File: src/shared/opc_pkg.sv
// Shared constants and carrier types for the output port control block
package opc_pkg;
  // Clock and one-shot buzzer timing
  localparam int unsigned CLK_PERIOD_NS = 20;
  localparam int unsigned SHOT_LONG_NS = 125000000;
  localparam int unsigned SHOT_SHORT_NS = 31250000;
  localparam int unsigned SHOT_CNT_W = 23;
  localparam logic [SHOT_CNT_W-1:0] SHOT_LONG_CYC = SHOT_CNT_W'(SHOT_LONG_NS / CLK_PERIOD_NS);
  localparam logic [SHOT_CNT_W-1:0] SHOT_SHORT_CYC = SHOT_CNT_W'(SHOT_SHORT_NS / CLK_PERIOD_NS);

  // Register indices; byte address is four times the index
  localparam logic [15:0] IDX_LCD_CTRL = 16'hff10;
  localparam logic [15:0] IDX_TMR_CTRL = 16'hff30;
  localparam logic [15:0] IDX_DIV_CTRL = 16'hff40;
  localparam logic [15:0] IDX_BUZ_CTRL = 16'hff44;
  localparam logic [15:0] IDX_HIZ_A = 16'hff70;
  localparam logic [15:0] IDX_HIZ_P2 = 16'hff71;
  localparam logic [15:0] IDX_HIZ_P3 = 16'hff72;
  localparam logic [15:0] IDX_DAT_P0 = 16'hff73;
  localparam logic [15:0] IDX_DAT_P1 = 16'hff74;
  localparam logic [15:0] IDX_DAT_P2 = 16'hff75;
  localparam logic [15:0] IDX_DAT_P3 = 16'hff76;
  localparam logic [15:0] IDX_RSV_DAT = 16'hff77;
  localparam logic [15:0] IDX_DAT_P5 = 16'hff78;

  // Field positions
  localparam int unsigned LCD_SYNC_BIT = 4;
  localparam int unsigned LCD_FRAME_BIT = 3;
  localparam int unsigned TMR_EN_BIT = 2;
  localparam int unsigned DIV_EN_BIT = 3;
  localparam int unsigned DIV_SEL_LSB = 4;
  localparam int unsigned BUZ_EN_BIT = 0;
  localparam int unsigned DUR_BIT = 4;
  localparam int unsigned SHOT_BIT = 5;
  localparam int unsigned STOP_BIT = 6;
  localparam int unsigned HZA_P0L = 0;
  localparam int unsigned HZA_P0H = 1;
  localparam int unsigned HZA_P1L = 2;
  localparam int unsigned HZA_P1H = 3;
  localparam int unsigned HZA_RSV_LSB = 4;
  localparam int unsigned HZA_R50 = 6;
  localparam int unsigned HZA_R51 = 7;
  localparam int unsigned R25_BIT = 5;
  localparam int unsigned R26_BIT = 6;
  localparam int unsigned R27_BIT = 7;
  localparam int unsigned R34_BIT = 4;

  // Values after reset
  localparam logic [7:0] HIZ_RST = 8'h00;
  localparam logic [7:0] DAT_RST = 8'hff;
  localparam logic [1:0] DAT5_RST = 2'h2;

  typedef struct packed {
    logic [1:0] r5;
    logic [7:0] r3;
    logic [7:0] r2;
    logic [7:0] r1;
    logic [7:0] r0;
  } opc_pins_s;

  typedef struct packed {
    logic lcd_sync_clock;
    logic lcd_frame_signal;
    logic timer_clock_out;
    logic buzzer_signal;
    logic fosc1;
    logic fosc3;
  } opc_special_s;

  typedef struct packed {
    logic r26_timer_inv;
    logic r51_buzzer_inv;
  } opc_option_s;

  typedef enum logic [3:0] {
    SEL_NONE = 4'h0, SEL_LCD = 4'h1, SEL_TMR = 4'h2, SEL_DIV = 4'h3,
    SEL_BUZ = 4'h4, SEL_HZA = 4'h5, SEL_HZ2 = 4'h6, SEL_HZ3 = 4'h7,
    SEL_D0 = 4'h8, SEL_D1 = 4'h9, SEL_D2 = 4'ha, SEL_D3 = 4'hb,
    SEL_RSV = 4'hc, SEL_D5 = 4'hd
  } opc_reg_e;
endpackage

File: src/hw/opc_clkdiv.sv
// Divides a synchronised oscillator level by 1, 2, 4 or 8
`timescale 1ns/10ps
module opc_clkdiv (
  input wire logic i_mclk,
  input wire logic i_rst,
  input wire logic i_ce,
  input wire logic i_src,
  input wire logic [1:0] i_div,
  output logic o_clk
);
  typedef struct packed {
    logic prev;
    logic [2:0] cnt;
    logic out;
  } opc_div_st_s;

  opc_div_st_s st_reg;
  opc_div_st_s st_next;

  // Source must be well under half the system clock, or edges are lost
  always_comb begin
    st_next = st_reg;
    if (i_ce) begin
      st_next.prev = i_src;
      if (i_src && !st_reg.prev) begin
        st_next.cnt = st_reg.cnt + 3'h1;
      end
      case (i_div)
        2'h0: st_next.out = i_src;
        2'h1: st_next.out = st_reg.cnt[0];
        2'h2: st_next.out = st_reg.cnt[1];
        2'h3: st_next.out = st_reg.cnt[2];
        default: st_next.out = i_src;
      endcase
    end
  end

  always_ff @(posedge i_mclk or posedge i_rst) begin
    if (i_rst) begin
      st_reg <= '0;
    end else begin
      st_reg <= st_next;
    end
  end

  assign o_clk = st_reg.out;
endmodule // opc_clkdiv

File: src/hw/opc_output_port.sv
// Output port control: pin data, float control, special outputs, buzzer one-shot
// Notes on behaviour
// - A set float bit floats its pins; clear drives them push-pull.
// - Reset clears every float bit, so all pins start driven.
// - Ports 0 and 1 float per nibble; ports 2, 3 and buzzer pins per pin.
// - Two spare bits in the first float register are plain storage.
// - A data bit of 1 drives its pin high, 0 drives low; reads back.
// - Reset sets all data bits to 1 except the buzzer pin bit, cleared.
// - The spare data register is storage only, resetting to all ones.
// - With the inverted-signal option, the pin's data bit no longer reaches the pin.
// - Data bits of pins given to bus signals only store; bus drives pin.
// - Sync clock enable routes the LCD sync clock to its pin, else high.
// - Frame enable routes the LCD frame signal to its pin, else high.
// - Writing 1 to force-stop ends a one-shot; it always reads 0.
// - Duration select picks 125 ms when set, 31.25 ms when clear.
// - Timer enable drives timer clock and its inverse; else high and low.
// - Three-bit select picks source and divide by 1, 2, 4 or 8.
// - Divided clock enable drives the divided clock on its pin, else high.
// - Trigger works only with continuous buzzer off; retrigger restarts; reads busy.
//
// The AHB-Lite slave port was decided locally.
`timescale 1ns/10ps
module opc_output_port #(
  parameter logic [opc_pkg::SHOT_CNT_W-1:0] P_SHOT_LONG_CYC = opc_pkg::SHOT_LONG_CYC,
  parameter logic [opc_pkg::SHOT_CNT_W-1:0] P_SHOT_SHORT_CYC = opc_pkg::SHOT_SHORT_CYC
) (
  input wire logic i_mclk,
  input wire logic i_rst,
  input wire logic i_ce,
  input wire logic i_hsel,
  input wire logic [31:0] i_haddr,
  input wire logic [1:0] i_htrans,
  input wire logic i_hwrite,
  input wire logic [2:0] i_hsize,
  input wire logic [31:0] i_hwdata,
  input wire logic i_hready,
  output logic o_hreadyout,
  output logic o_hresp,
  output logic [31:0] o_hrdata,
  input wire opc_pkg::opc_special_s i_special,
  input wire opc_pkg::opc_option_s i_option,
  input wire opc_pkg::opc_pins_s i_bus_pin_sel,
  input wire opc_pkg::opc_pins_s i_bus_pin_val,
  output opc_pkg::opc_pins_s o_pin_out,
  output opc_pkg::opc_pins_s o_pin_oe
);
  import opc_pkg::*;

  typedef struct packed {
    logic lcd_sync_en;
    logic lcd_frame_en;
    logic timer_en;
    logic [2:0] div_sel;
    logic div_en;
    logic buz_en;
    logic dur_sel;
    logic [SHOT_CNT_W-1:0] shot_cnt;
    logic [7:0] hiz_a;
    logic [7:0] hiz2;
    logic [7:0] hiz3;
    logic [7:0] dat0;
    logic [7:0] dat1;
    logic [7:0] dat2;
    logic [7:0] dat3;
    logic [7:0] rsv;
    logic [1:0] dat5;
    logic wr_pend;
    logic rd_pend;
    opc_reg_e ap_sel;
    logic [7:0] rdata;
    opc_pins_s pin_out;
    opc_pins_s pin_oe;
  } opc_st_s;

  opc_st_s st_reg;
  opc_st_s st_next;
  opc_special_s sp;
  logic divided_clock_out;
  logic shot_busy;
  logic buz_act;
  logic bz_gated;
  logic [7:0] wd;
  opc_pins_s po;

  // Word-aligned index decode; anything else falls to the empty slot
  function automatic opc_reg_e reg_decode(input logic [31:0] a);
    opc_reg_e s;
    s = SEL_NONE;
    if (a[1:0] == 2'h0 && a[31:18] == 14'h0) begin
      case (a[17:2])
        IDX_LCD_CTRL: s = SEL_LCD;
        IDX_TMR_CTRL: s = SEL_TMR;
        IDX_DIV_CTRL: s = SEL_DIV;
        IDX_BUZ_CTRL: s = SEL_BUZ;
        IDX_HIZ_A: s = SEL_HZA;
        IDX_HIZ_P2: s = SEL_HZ2;
        IDX_HIZ_P3: s = SEL_HZ3;
        IDX_DAT_P0: s = SEL_D0;
        IDX_DAT_P1: s = SEL_D1;
        IDX_DAT_P2: s = SEL_D2;
        IDX_DAT_P3: s = SEL_D3;
        IDX_RSV_DAT: s = SEL_RSV;
        IDX_DAT_P5: s = SEL_D5;
        default: s = SEL_NONE;
      endcase
    end
    return s;
  endfunction

  function automatic logic [7:0] rd_value(input opc_reg_e s, input opc_st_s x);
    logic [7:0] v;
    v = 8'h00;
    case (s)
      SEL_LCD: begin
        v[LCD_SYNC_BIT] = x.lcd_sync_en;
        v[LCD_FRAME_BIT] = x.lcd_frame_en;
      end
      SEL_TMR: v[TMR_EN_BIT] = x.timer_en;
      SEL_DIV: begin
        v[DIV_SEL_LSB+:3] = x.div_sel;
        v[DIV_EN_BIT] = x.div_en;
      end
      SEL_BUZ: begin
        v[BUZ_EN_BIT] = x.buz_en;
        v[DUR_BIT] = x.dur_sel;
        v[SHOT_BIT] = (x.shot_cnt != '0);
      end
      SEL_HZA: v = x.hiz_a;
      SEL_HZ2: v = x.hiz2;
      SEL_HZ3: v = x.hiz3;
      SEL_D0: v = x.dat0;
      SEL_D1: v = x.dat1;
      SEL_D2: v = x.dat2;
      SEL_D3: v = x.dat3;
      SEL_RSV: v = x.rsv;
      SEL_D5: v[1:0] = x.dat5;
      default: v = 8'h00;
    endcase
    return v;
  endfunction

  opc_sync #(
    .W($bits(opc_special_s))
  ) u_sync (
    .i_mclk(i_mclk),
    .i_rst(i_rst),
    .i_ce(i_ce),
    .i_async(i_special),
    .o_sync(sp)
  );

  // Source select by the top bit, divide ratio by the low two
  opc_clkdiv u_div (
    .i_mclk(i_mclk),
    .i_rst(i_rst),
    .i_ce(i_ce),
    .i_src(st_reg.div_sel[2] ? sp.fosc3 : sp.fosc1),
    .i_div(st_reg.div_sel[1:0]),
    .o_clk(divided_clock_out)
  );

  assign shot_busy = (st_reg.shot_cnt != '0);
  assign buz_act = st_reg.buz_en | shot_busy;
  assign bz_gated = buz_act & sp.buzzer_signal;
  assign wd = i_hwdata[7:0];

  always_comb begin
    st_next = st_reg;
    po = st_reg.pin_out;
    if (i_ce) begin
      st_next.wr_pend = 1'b0;
      st_next.rd_pend = 1'b0;
      if (shot_busy) begin
        st_next.shot_cnt = st_reg.shot_cnt - SHOT_CNT_W'(1);
      end
      // Read data is fetched a cycle after the address so a write just ahead is seen
      if (st_reg.rd_pend) begin
        st_next.rdata = rd_value(st_reg.ap_sel, st_reg);
      end
      if (st_reg.wr_pend) begin
        case (st_reg.ap_sel)
          SEL_LCD: begin
            st_next.lcd_sync_en = wd[LCD_SYNC_BIT];
            st_next.lcd_frame_en = wd[LCD_FRAME_BIT];
          end
          SEL_TMR: st_next.timer_en = wd[TMR_EN_BIT];
          SEL_DIV: begin
            st_next.div_sel = wd[DIV_SEL_LSB+:3];
            st_next.div_en = wd[DIV_EN_BIT];
          end
          SEL_BUZ: begin
            st_next.buz_en = wd[BUZ_EN_BIT];
            st_next.dur_sel = wd[DUR_BIT];
            if (wd[STOP_BIT]) begin
              st_next.shot_cnt = '0;
            end else if (wd[SHOT_BIT] && !st_reg.buz_en) begin
              st_next.shot_cnt = wd[DUR_BIT] ? P_SHOT_LONG_CYC : P_SHOT_SHORT_CYC;
            end
          end
          SEL_HZA: st_next.hiz_a = wd;
          SEL_HZ2: st_next.hiz2 = wd;
          SEL_HZ3: st_next.hiz3 = wd;
          SEL_D0: st_next.dat0 = wd;
          SEL_D1: st_next.dat1 = wd;
          SEL_D2: st_next.dat2 = wd;
          SEL_D3: st_next.dat3 = wd;
          SEL_RSV: st_next.rsv = wd;
          SEL_D5: st_next.dat5 = wd[1:0];
          default: st_next.rdata = st_reg.rdata;
        endcase
      end
      if (i_hsel && i_htrans[1] && i_hready) begin
        st_next.ap_sel = reg_decode(i_haddr);
        st_next.wr_pend = i_hwrite;
        st_next.rd_pend = !i_hwrite;
      end
      // Float control, nibble-wide for ports 0 and 1
      st_next.pin_oe.r0 = ~{{4{st_reg.hiz_a[HZA_P0H]}}, {4{st_reg.hiz_a[HZA_P0L]}}};
      st_next.pin_oe.r1 = ~{{4{st_reg.hiz_a[HZA_P1H]}}, {4{st_reg.hiz_a[HZA_P1L]}}};
      st_next.pin_oe.r2 = ~st_reg.hiz2;
      st_next.pin_oe.r3 = ~st_reg.hiz3;
      st_next.pin_oe.r5 = ~st_reg.hiz_a[HZA_R51:HZA_R50];
      po.r0 = st_reg.dat0;
      po.r1 = st_reg.dat1;
      po.r2 = st_reg.dat2;
      po.r3 = st_reg.dat3;
      // Specials on R25, R27, R34 and non-inverted R26 are ANDed with the data bit, which software must leave at 1; R50 is ORed with its bit
      po.r2[R25_BIT] = st_reg.dat2[R25_BIT] & (~st_reg.lcd_sync_en | sp.lcd_sync_clock);
      po.r2[R27_BIT] = st_reg.dat2[R27_BIT] & (~st_reg.timer_en | sp.timer_clock_out);
      if (i_option.r26_timer_inv) begin
        po.r2[R26_BIT] = st_reg.timer_en & ~sp.timer_clock_out;
      end else begin
        po.r2[R26_BIT] = st_reg.dat2[R26_BIT] & (~st_reg.lcd_frame_en | sp.lcd_frame_signal);
      end
      po.r3[R34_BIT] = st_reg.dat3[R34_BIT] & (~st_reg.div_en | divided_clock_out);
      po.r5[0] = st_reg.dat5[0] | bz_gated;
      po.r5[1] = i_option.r51_buzzer_inv ? ~bz_gated : st_reg.dat5[1];
      st_next.pin_out = (po & ~i_bus_pin_sel) | (i_bus_pin_val & i_bus_pin_sel);
    end
  end

  always_ff @(posedge i_mclk or posedge i_rst) begin
    if (i_rst) begin
      st_reg <= '0;
      st_reg.hiz_a <= HIZ_RST;
      st_reg.hiz2 <= HIZ_RST;
      st_reg.hiz3 <= HIZ_RST;
      st_reg.dat0 <= DAT_RST;
      st_reg.dat1 <= DAT_RST;
      st_reg.dat2 <= DAT_RST;
      st_reg.dat3 <= DAT_RST;
      st_reg.rsv <= DAT_RST;
      st_reg.dat5 <= DAT5_RST;
      st_reg.pin_out <= {DAT5_RST, DAT_RST, DAT_RST, DAT_RST, DAT_RST};
      st_reg.pin_oe <= '1;
    end else begin
      st_reg <= st_next;
    end
  end

  // Word transfers only; narrower sizes land in the low byte as well
  // Held low while frozen, so the master never moves past a transfer that was not taken
  assign o_hreadyout = i_ce & !st_reg.rd_pend;
  assign o_hresp = 1'b0;
  assign o_hrdata = {24'h0, st_reg.rdata};
  assign o_pin_out = st_reg.pin_out;
  assign o_pin_oe = st_reg.pin_oe;

  logic commit_buz;
  assign commit_buz = i_ce && st_reg.wr_pend && st_reg.ap_sel == SEL_BUZ;
endmodule // opc_output_port

File: src/hw/opc_sync.sv
// Two-flop synchroniser for levels arriving from outside the clock domain
`timescale 1ns/10ps
module opc_sync #(
  parameter int W = 1
) (
  input wire logic i_mclk,
  input wire logic i_rst,
  input wire logic i_ce,
  input wire logic [W-1:0] i_async,
  output logic [W-1:0] o_sync
);
  typedef struct packed {
    logic [W-1:0] s2;
    logic [W-1:0] s1;
  } opc_sync_st_s;

  opc_sync_st_s st_reg;
  opc_sync_st_s st_next;

  always_comb begin
    st_next = st_reg;
    if (i_ce) begin
      st_next.s1 = i_async;
      st_next.s2 = st_reg.s1;
    end
  end

  always_ff @(posedge i_mclk or posedge i_rst) begin
    if (i_rst) begin
      st_reg <= '0;
    end else begin
      st_reg <= st_next;
    end
  end

  assign o_sync = st_reg.s2;
endmodule // opc_sync

File: config.mk
export PLATFORM = sky130hd
export DESIGN_NAME = opc_output_port
export DESIGN_NICKNAME = d
export VERILOG_FILES = /design/src/shared/opc_pkg.sv /design/src/hw/opc_clkdiv.sv /design/src/hw/opc_output_port.sv /design/src/hw/opc_sync.sv
export SDC_FILE = /design/constraint.sdc
export NUM_CORES = 1
export LEC_CHECK = 0
export BUFFER_PORTS_ARGS = -buffer_cell sky130_fd_sc_hd__buf_2
export CAP_MARGIN = 30
export CORE_MARGIN = 2
export CORE_UTILIZATION = 45
export DETAILED_ROUTE_END_ITERATION = 8
export GPL_ROUTABILITY_DRIVEN = 0
export PLACE_DENSITY = 0.7
export SETUP_SLACK_MARGIN = 0.3
export SKIP_LAST_GASP = 1
export SLEW_MARGIN = 20
export SYNTH_ARGS = -nofsm -noshare
export SYNTH_HDL_FRONTEND = slang
export SYNTH_SLANG_ARGS = --single-unit
File: constraint.sdc
create_clock -name i_mclk -period 16.2 [get_ports i_mclk]
set_input_delay 0.81 -clock i_mclk [delete_from_list [all_inputs] [get_ports i_mclk]]
set_output_delay 0.81 -clock i_mclk [all_outputs]
set_load 0.1 [all_outputs]
### After elaboration in Yosys (flattened, before gate mapping)

Index checks and enable logic that the tools add are counted.

* register bits after elaboration: 197
* bits in latches: 0
* RAM bits: 0
* ROM bits: 0
* logic and storage cells: 160
* memories kept: 0

* $add $sub $neg: 2
* multiply operators: 0
* divide/modulo/power cells: 0
* order comparisons: 0
* equal/unequal tests: 30
* shifts and indexed selects: 0
* multiplexer cells: 34
* bitwise gates (word level): 28
* reductions and logical operators: 30

Operators with widths (number)
* equality test 16 bit, second input constant: 13
* two-way mux 23 bit: 5
* two-way mux 89 bit: 1
* two-way mux 8 bit: 11
* AND 34 bit: 2
* one-hot mux 4 bit (13 select lines): 1
* AND reduction 3 bit: 13
* NOT 34 bit: 1
* bitwise OR 34 bit: 1
* NOT 8 bit: 4
* one-hot mux 1 bit (10 select lines): 3
* one-hot mux 1 bit (9 select lines): 3
* equality test 4 bit, second input constant: 6
* nonzero test 23 bit: 1
* subtractor 23 x 1 -> 23 bit, second input constant: 1
* equality test 4 x 3 -> 1 bit, second input constant: 4
* logical NOT 14 bit: 1
* OR reduction 13 bit: 1
* one-hot mux 1 bit (11 select lines): 1
* equality test 4 x 2 -> 1 bit, second input constant: 2
* one-hot mux 1 bit (8 select lines): 1
* AND 1 bit: 7
* two-way mux 6 bit: 1
* NOT 1 bit: 6
* 15 further kinds: 34

### Longest topological paths before layout

* depth in word-level cells: 7
* mapped depth: 8
* depth with buffers taken out: 8

### Cells and area by module

Synthesis repeated with hierarchy kept, for this count alone.

* cells, all modules: 939
* area, all modules: 10024.6 um2

Modules (own cells, without submodules)
* opc_output_port: instances 1, cells each 888, area an instance 9243.9 um2, sequential area each 4324.1 um2
* opc_sync: instances 1, cells each 32, area an instance 533.0 um2, sequential area each 300.3 um2
* opc_clkdiv: instances 1, cells each 19, area an instance 247.7 um2, sequential area each 125.1 um2

### Worst setup path after synthesis

OpenSTA, ideal clock, no wires.

* path kind: in2out
* start: input port i_ce
* end: output port o_hreadyout
* arrival time: 2.840 ns
* required time: 15.390 ns
* setup slack: 12.550 ns
* stages: 5
* buffers on the path: 3
* cell sequence: clkbuf_1 inv_2 clkbuf_1 clkbuf_1 nor2_1

* word-level cells in the longest chain between the ends: 1

RTL lines
* from (decl): line opc_output_port.sv:29 `input wire logic i_ce,`
* AND 1 bit: line opc_output_port.sv:263 `assign o_hreadyout = i_ce & !st_reg.rd_pend;`
* to (decl): line opc_output_port.sv:37 `output logic o_hreadyout,`

No other way between the ends.

### Final worst setup path

* start: register st_reg[77] (netlist bit)
* end: register st_reg[150] (netlist bit)

* word-level cells in the longest chain between the ends: 3

RTL lines
* from (decl): line opc_output_port.sv:75 `opc_st_s st_reg;`
* from (signal assigned): line opc_output_port.sv:257 `st_reg <= st_next;`
* equality test 4 x 3 -> 1 bit: line opc_output_port.sv:181 `case (st_reg.ap_sel)`
* two-way mux 23 bit: line opc_output_port.sv:181
* two-way mux 89 bit: line opc_output_port.sv:180 `if (st_reg.wr_pend) begin`

No other way between the ends.
A chain may end at the register's enable or synchronous reset.

==> impl_metrics.ini <==
[worst_setup_path]
timing.rr.start = st_reg[77]
worstPathMaxFanout = 28
path_class = reg -> reg
r2r_end = st_reg[150]
end_kind = flop
start_kind = flop
r2r_slack_ps = 13080
r2r.worst_path.cells = 7
required_ps = 16500
critPathArrivalTime_ps = 3430

[cts]
ctsRootBufferMaster = clkbuf_16
cts_resized = 0
clk_latency_ps = 440
numCtsBuffers = 17
postCtsSetupBuffers = 0
cts_tree = done
clkSinkCount = 185
clk_path_buf_depth = 2
htreeDepth = 4
cts_hold_buf = 0
clk_pin_slew_ps = 70

[timing]
finalHoldViolations = 0
rsz0062_at_grt = false
setup_tns_ps = 0
setup_slack_ps = 13080
slew_headroom_pct = 40.50
tightest_slew_ps = 889.3
slew_viol_final = 0
finalCriticalPeriod_ps = 3124
fmax_mhz = 320.1
fin_crit_sh_pct = 19.28
finalSetupViolCount = 0
clock_skew_ps = 9.412

[drt]
via_per_inst = 5.461
post_drt_wl_per_cell_um = 18.07
routed-via-count = 7383
routed_wl_um = 24430
antenna_left = 0
drt_first_pass_iters = 6
drtIter0Drc = 632
drc_errors = 0

[yosys]
ys_top_cells_by_area = dfstp_2, dfrtp_1, mux2_2
seq_area_frac_synth_pct = 48.67
ys.flop_type = dfstp_2
synth_top_area_cell = dfstp_2
synth_cells = 958
synth_edf_count = 0
synth-seq-cells = 185
synthDominantCellAreaShare_pct = 25.85
synth_area_um2 = 9758
avgSynthCellArea_um2 = 10.19
synth.distinct_cells = 67
synth_warnings = 0
async_flop_share_pct = 100.0

[floorplanning]
dieHeight_um = 151.3
die_area_um2 = 22880
rows = 53
die_x_um = 151.3
core_area_um2 = 21150
initial_utilization_pct = 46.13
ioPinCount = 253

[final_layout]
final_area_um2 = 11000
final_common_cell = buf_2
finalNetCount = 1218
drive_gt1_share_pct = 39.18
fin_cells = 1352
layout.cells.most_common_list = buf_2, dfstp_2, dfrtp_1
area_growth_syn_to_layout_pct = 12.69
fin_util_pct = 51.98
diodes = 0
largest_register_ffs = 104

[placed_design]
dpl.hpwl_um = 17390
dpl-instance-area_um2 = 10350
dpl.cell_count = 1318
dpl_worst_slack_ps = 13000
io_buffers = 199

[global_route]
track_usage_pct = 21.66
grt_max_degree = 100
grt_overflow = 0
antenna_found_initial = 1
grt_pass1_vias = 7027
grt_pass1_wl_um = 38130

[flow_run]
cap_violations = 0

[power_and_ir_drop]
leakage_nw = 4.918
p_int_w = 0.0008324
p_seq_share_pct = 41.8
switchingPower_w = 0.0004852
power_frac_clock_pct = 32.8
p_per_area_nw_per_um2 = 119.8
combPwrFrac_pct = 25.4
p_sw_share_pct = 36.82
vdd.ir_drop.worst_uv = 63.14

[worst_hold_path]
hold_class = in -> async

[outcome]
outcome = finished clean
==> routing by layer <==
layer	share of wire [%]	wire length [um]	vias to the layer above	track usage, %
met5	0.053	13	-	0
met4	1.8	435	2	6.963
met3	6.1	1497	35	3.223
met2	47	11510	298	34.14
met1	45	10970	3556	30.81
li1	-	-	3492	-
==> per-stage QoR <==
step | hold WS, ps | total power, W
global route | 294.2 | 0.001376
global placement | 432.9 | 0.0008826
CTS | 444.1 | 0.001324
detailed placement | 437.5 | 0.0008904
finish | 284.8 | 0.001318
floorplan | 403.4 | 0.0008468
==> worst max path at each step <==
stage / start / endpoint / slack (ps) / cells after the start
2_1_floorplan: i_rst / o_hrdata[0] / 10520 / 1
3_5_place_dp: i_ce / st_reg[77] / 13000 / 5
3_3_place_gp: i_ce / st_reg[77] / 13000 / 5
4_1_cts: st_reg[77] / st_reg[150] / 13140 / 7
6_report: st_reg[77] / st_reg[150] / 13080 / 7
5_1_grt: st_reg[77] / st_reg[150] / 12850 / 7
==> final cells by class <==
class	instances	area [um^2]
well taps	275	344.1
clock buffers	17	425.4
fillers	1894	10160
inverters	23	91.34
multi-input cells	626	4075
clock inverters	15	185.2
repair buffers	211	1126
flip-flops and latches	185	4750
==> cell usage after synthesis (5+ instances only) <==
| cell | count |
|---|---|
| nor2b_1 | 12 |
| clkbuf_1 | 38 |
| a31oi_1 | 8 |
| nand4_1 | 5 |
| mux2i_1 | 38 |
| nor3_1 | 25 |
| a22oi_1 | 12 |
| nand2_1 | 72 |
| mux2_2 | 71 |
| o21ai_1 | 21 |
| buf_4 | 101 |
| nand3_1 | 12 |
| nor4_1 | 9 |
| nor2_1 | 81 |
| mux2_1 | 10 |
| inv_1 | 22 |
| o21ai_0 | 56 |
| nand2b_1 | 8 |
| o22ai_1 | 5 |
| a21oi_1 | 66 |
| buf_1 | 7 |
| dfrtp_1 | 89 |
| dfstp_2 | 96 |
==> cells by family (layout without fill, tap and decap cells) <==
group / Yosys count / in the layout / share of synthesized area [%]
xor gates and xnor gates: 7 / 7 / 0.6283
other: 1 / 25 / 0.03843
buffers and inverters: 171 / 266 / 10.49
and+or+nand+nor: 259 / 259 / 13.21
DFF: 185 / 185 / 48.67
AOI/OAI and AO/OA: 210 / 210 / 12.77
muxes: 121 / 121 / 13.71
adders and majority gates: 4 / 4 / 0.4873
==> power groups by stage <==
| stage | Clock [W] | Combinational, W | Sequential [W] |
|---|---|---|---|
| floorplan | 0 | 0.000301 | 0.000546 |
| global placement | 0 | 0.000328 | 0.000554 |
| detailed placement | 0 | 0.000334 | 0.000556 |
| CTS | 0.000439 | 0.000335 | 0.000550 |
| global route | 0.000457 | 0.000362 | 0.000556 |
| finish | 0.000432 | 0.000335 | 0.000550 |
==> critical path: stages (launching register included) <==
cell	delay (ps)
dfrtp_1	490
buf_4	290
nor3b_1	750
a31o_1	700
nand2b_1	350
a21oi_1	70
o21ai_0	190
o311ai_1	130
(Power assumes the default switching activity.)
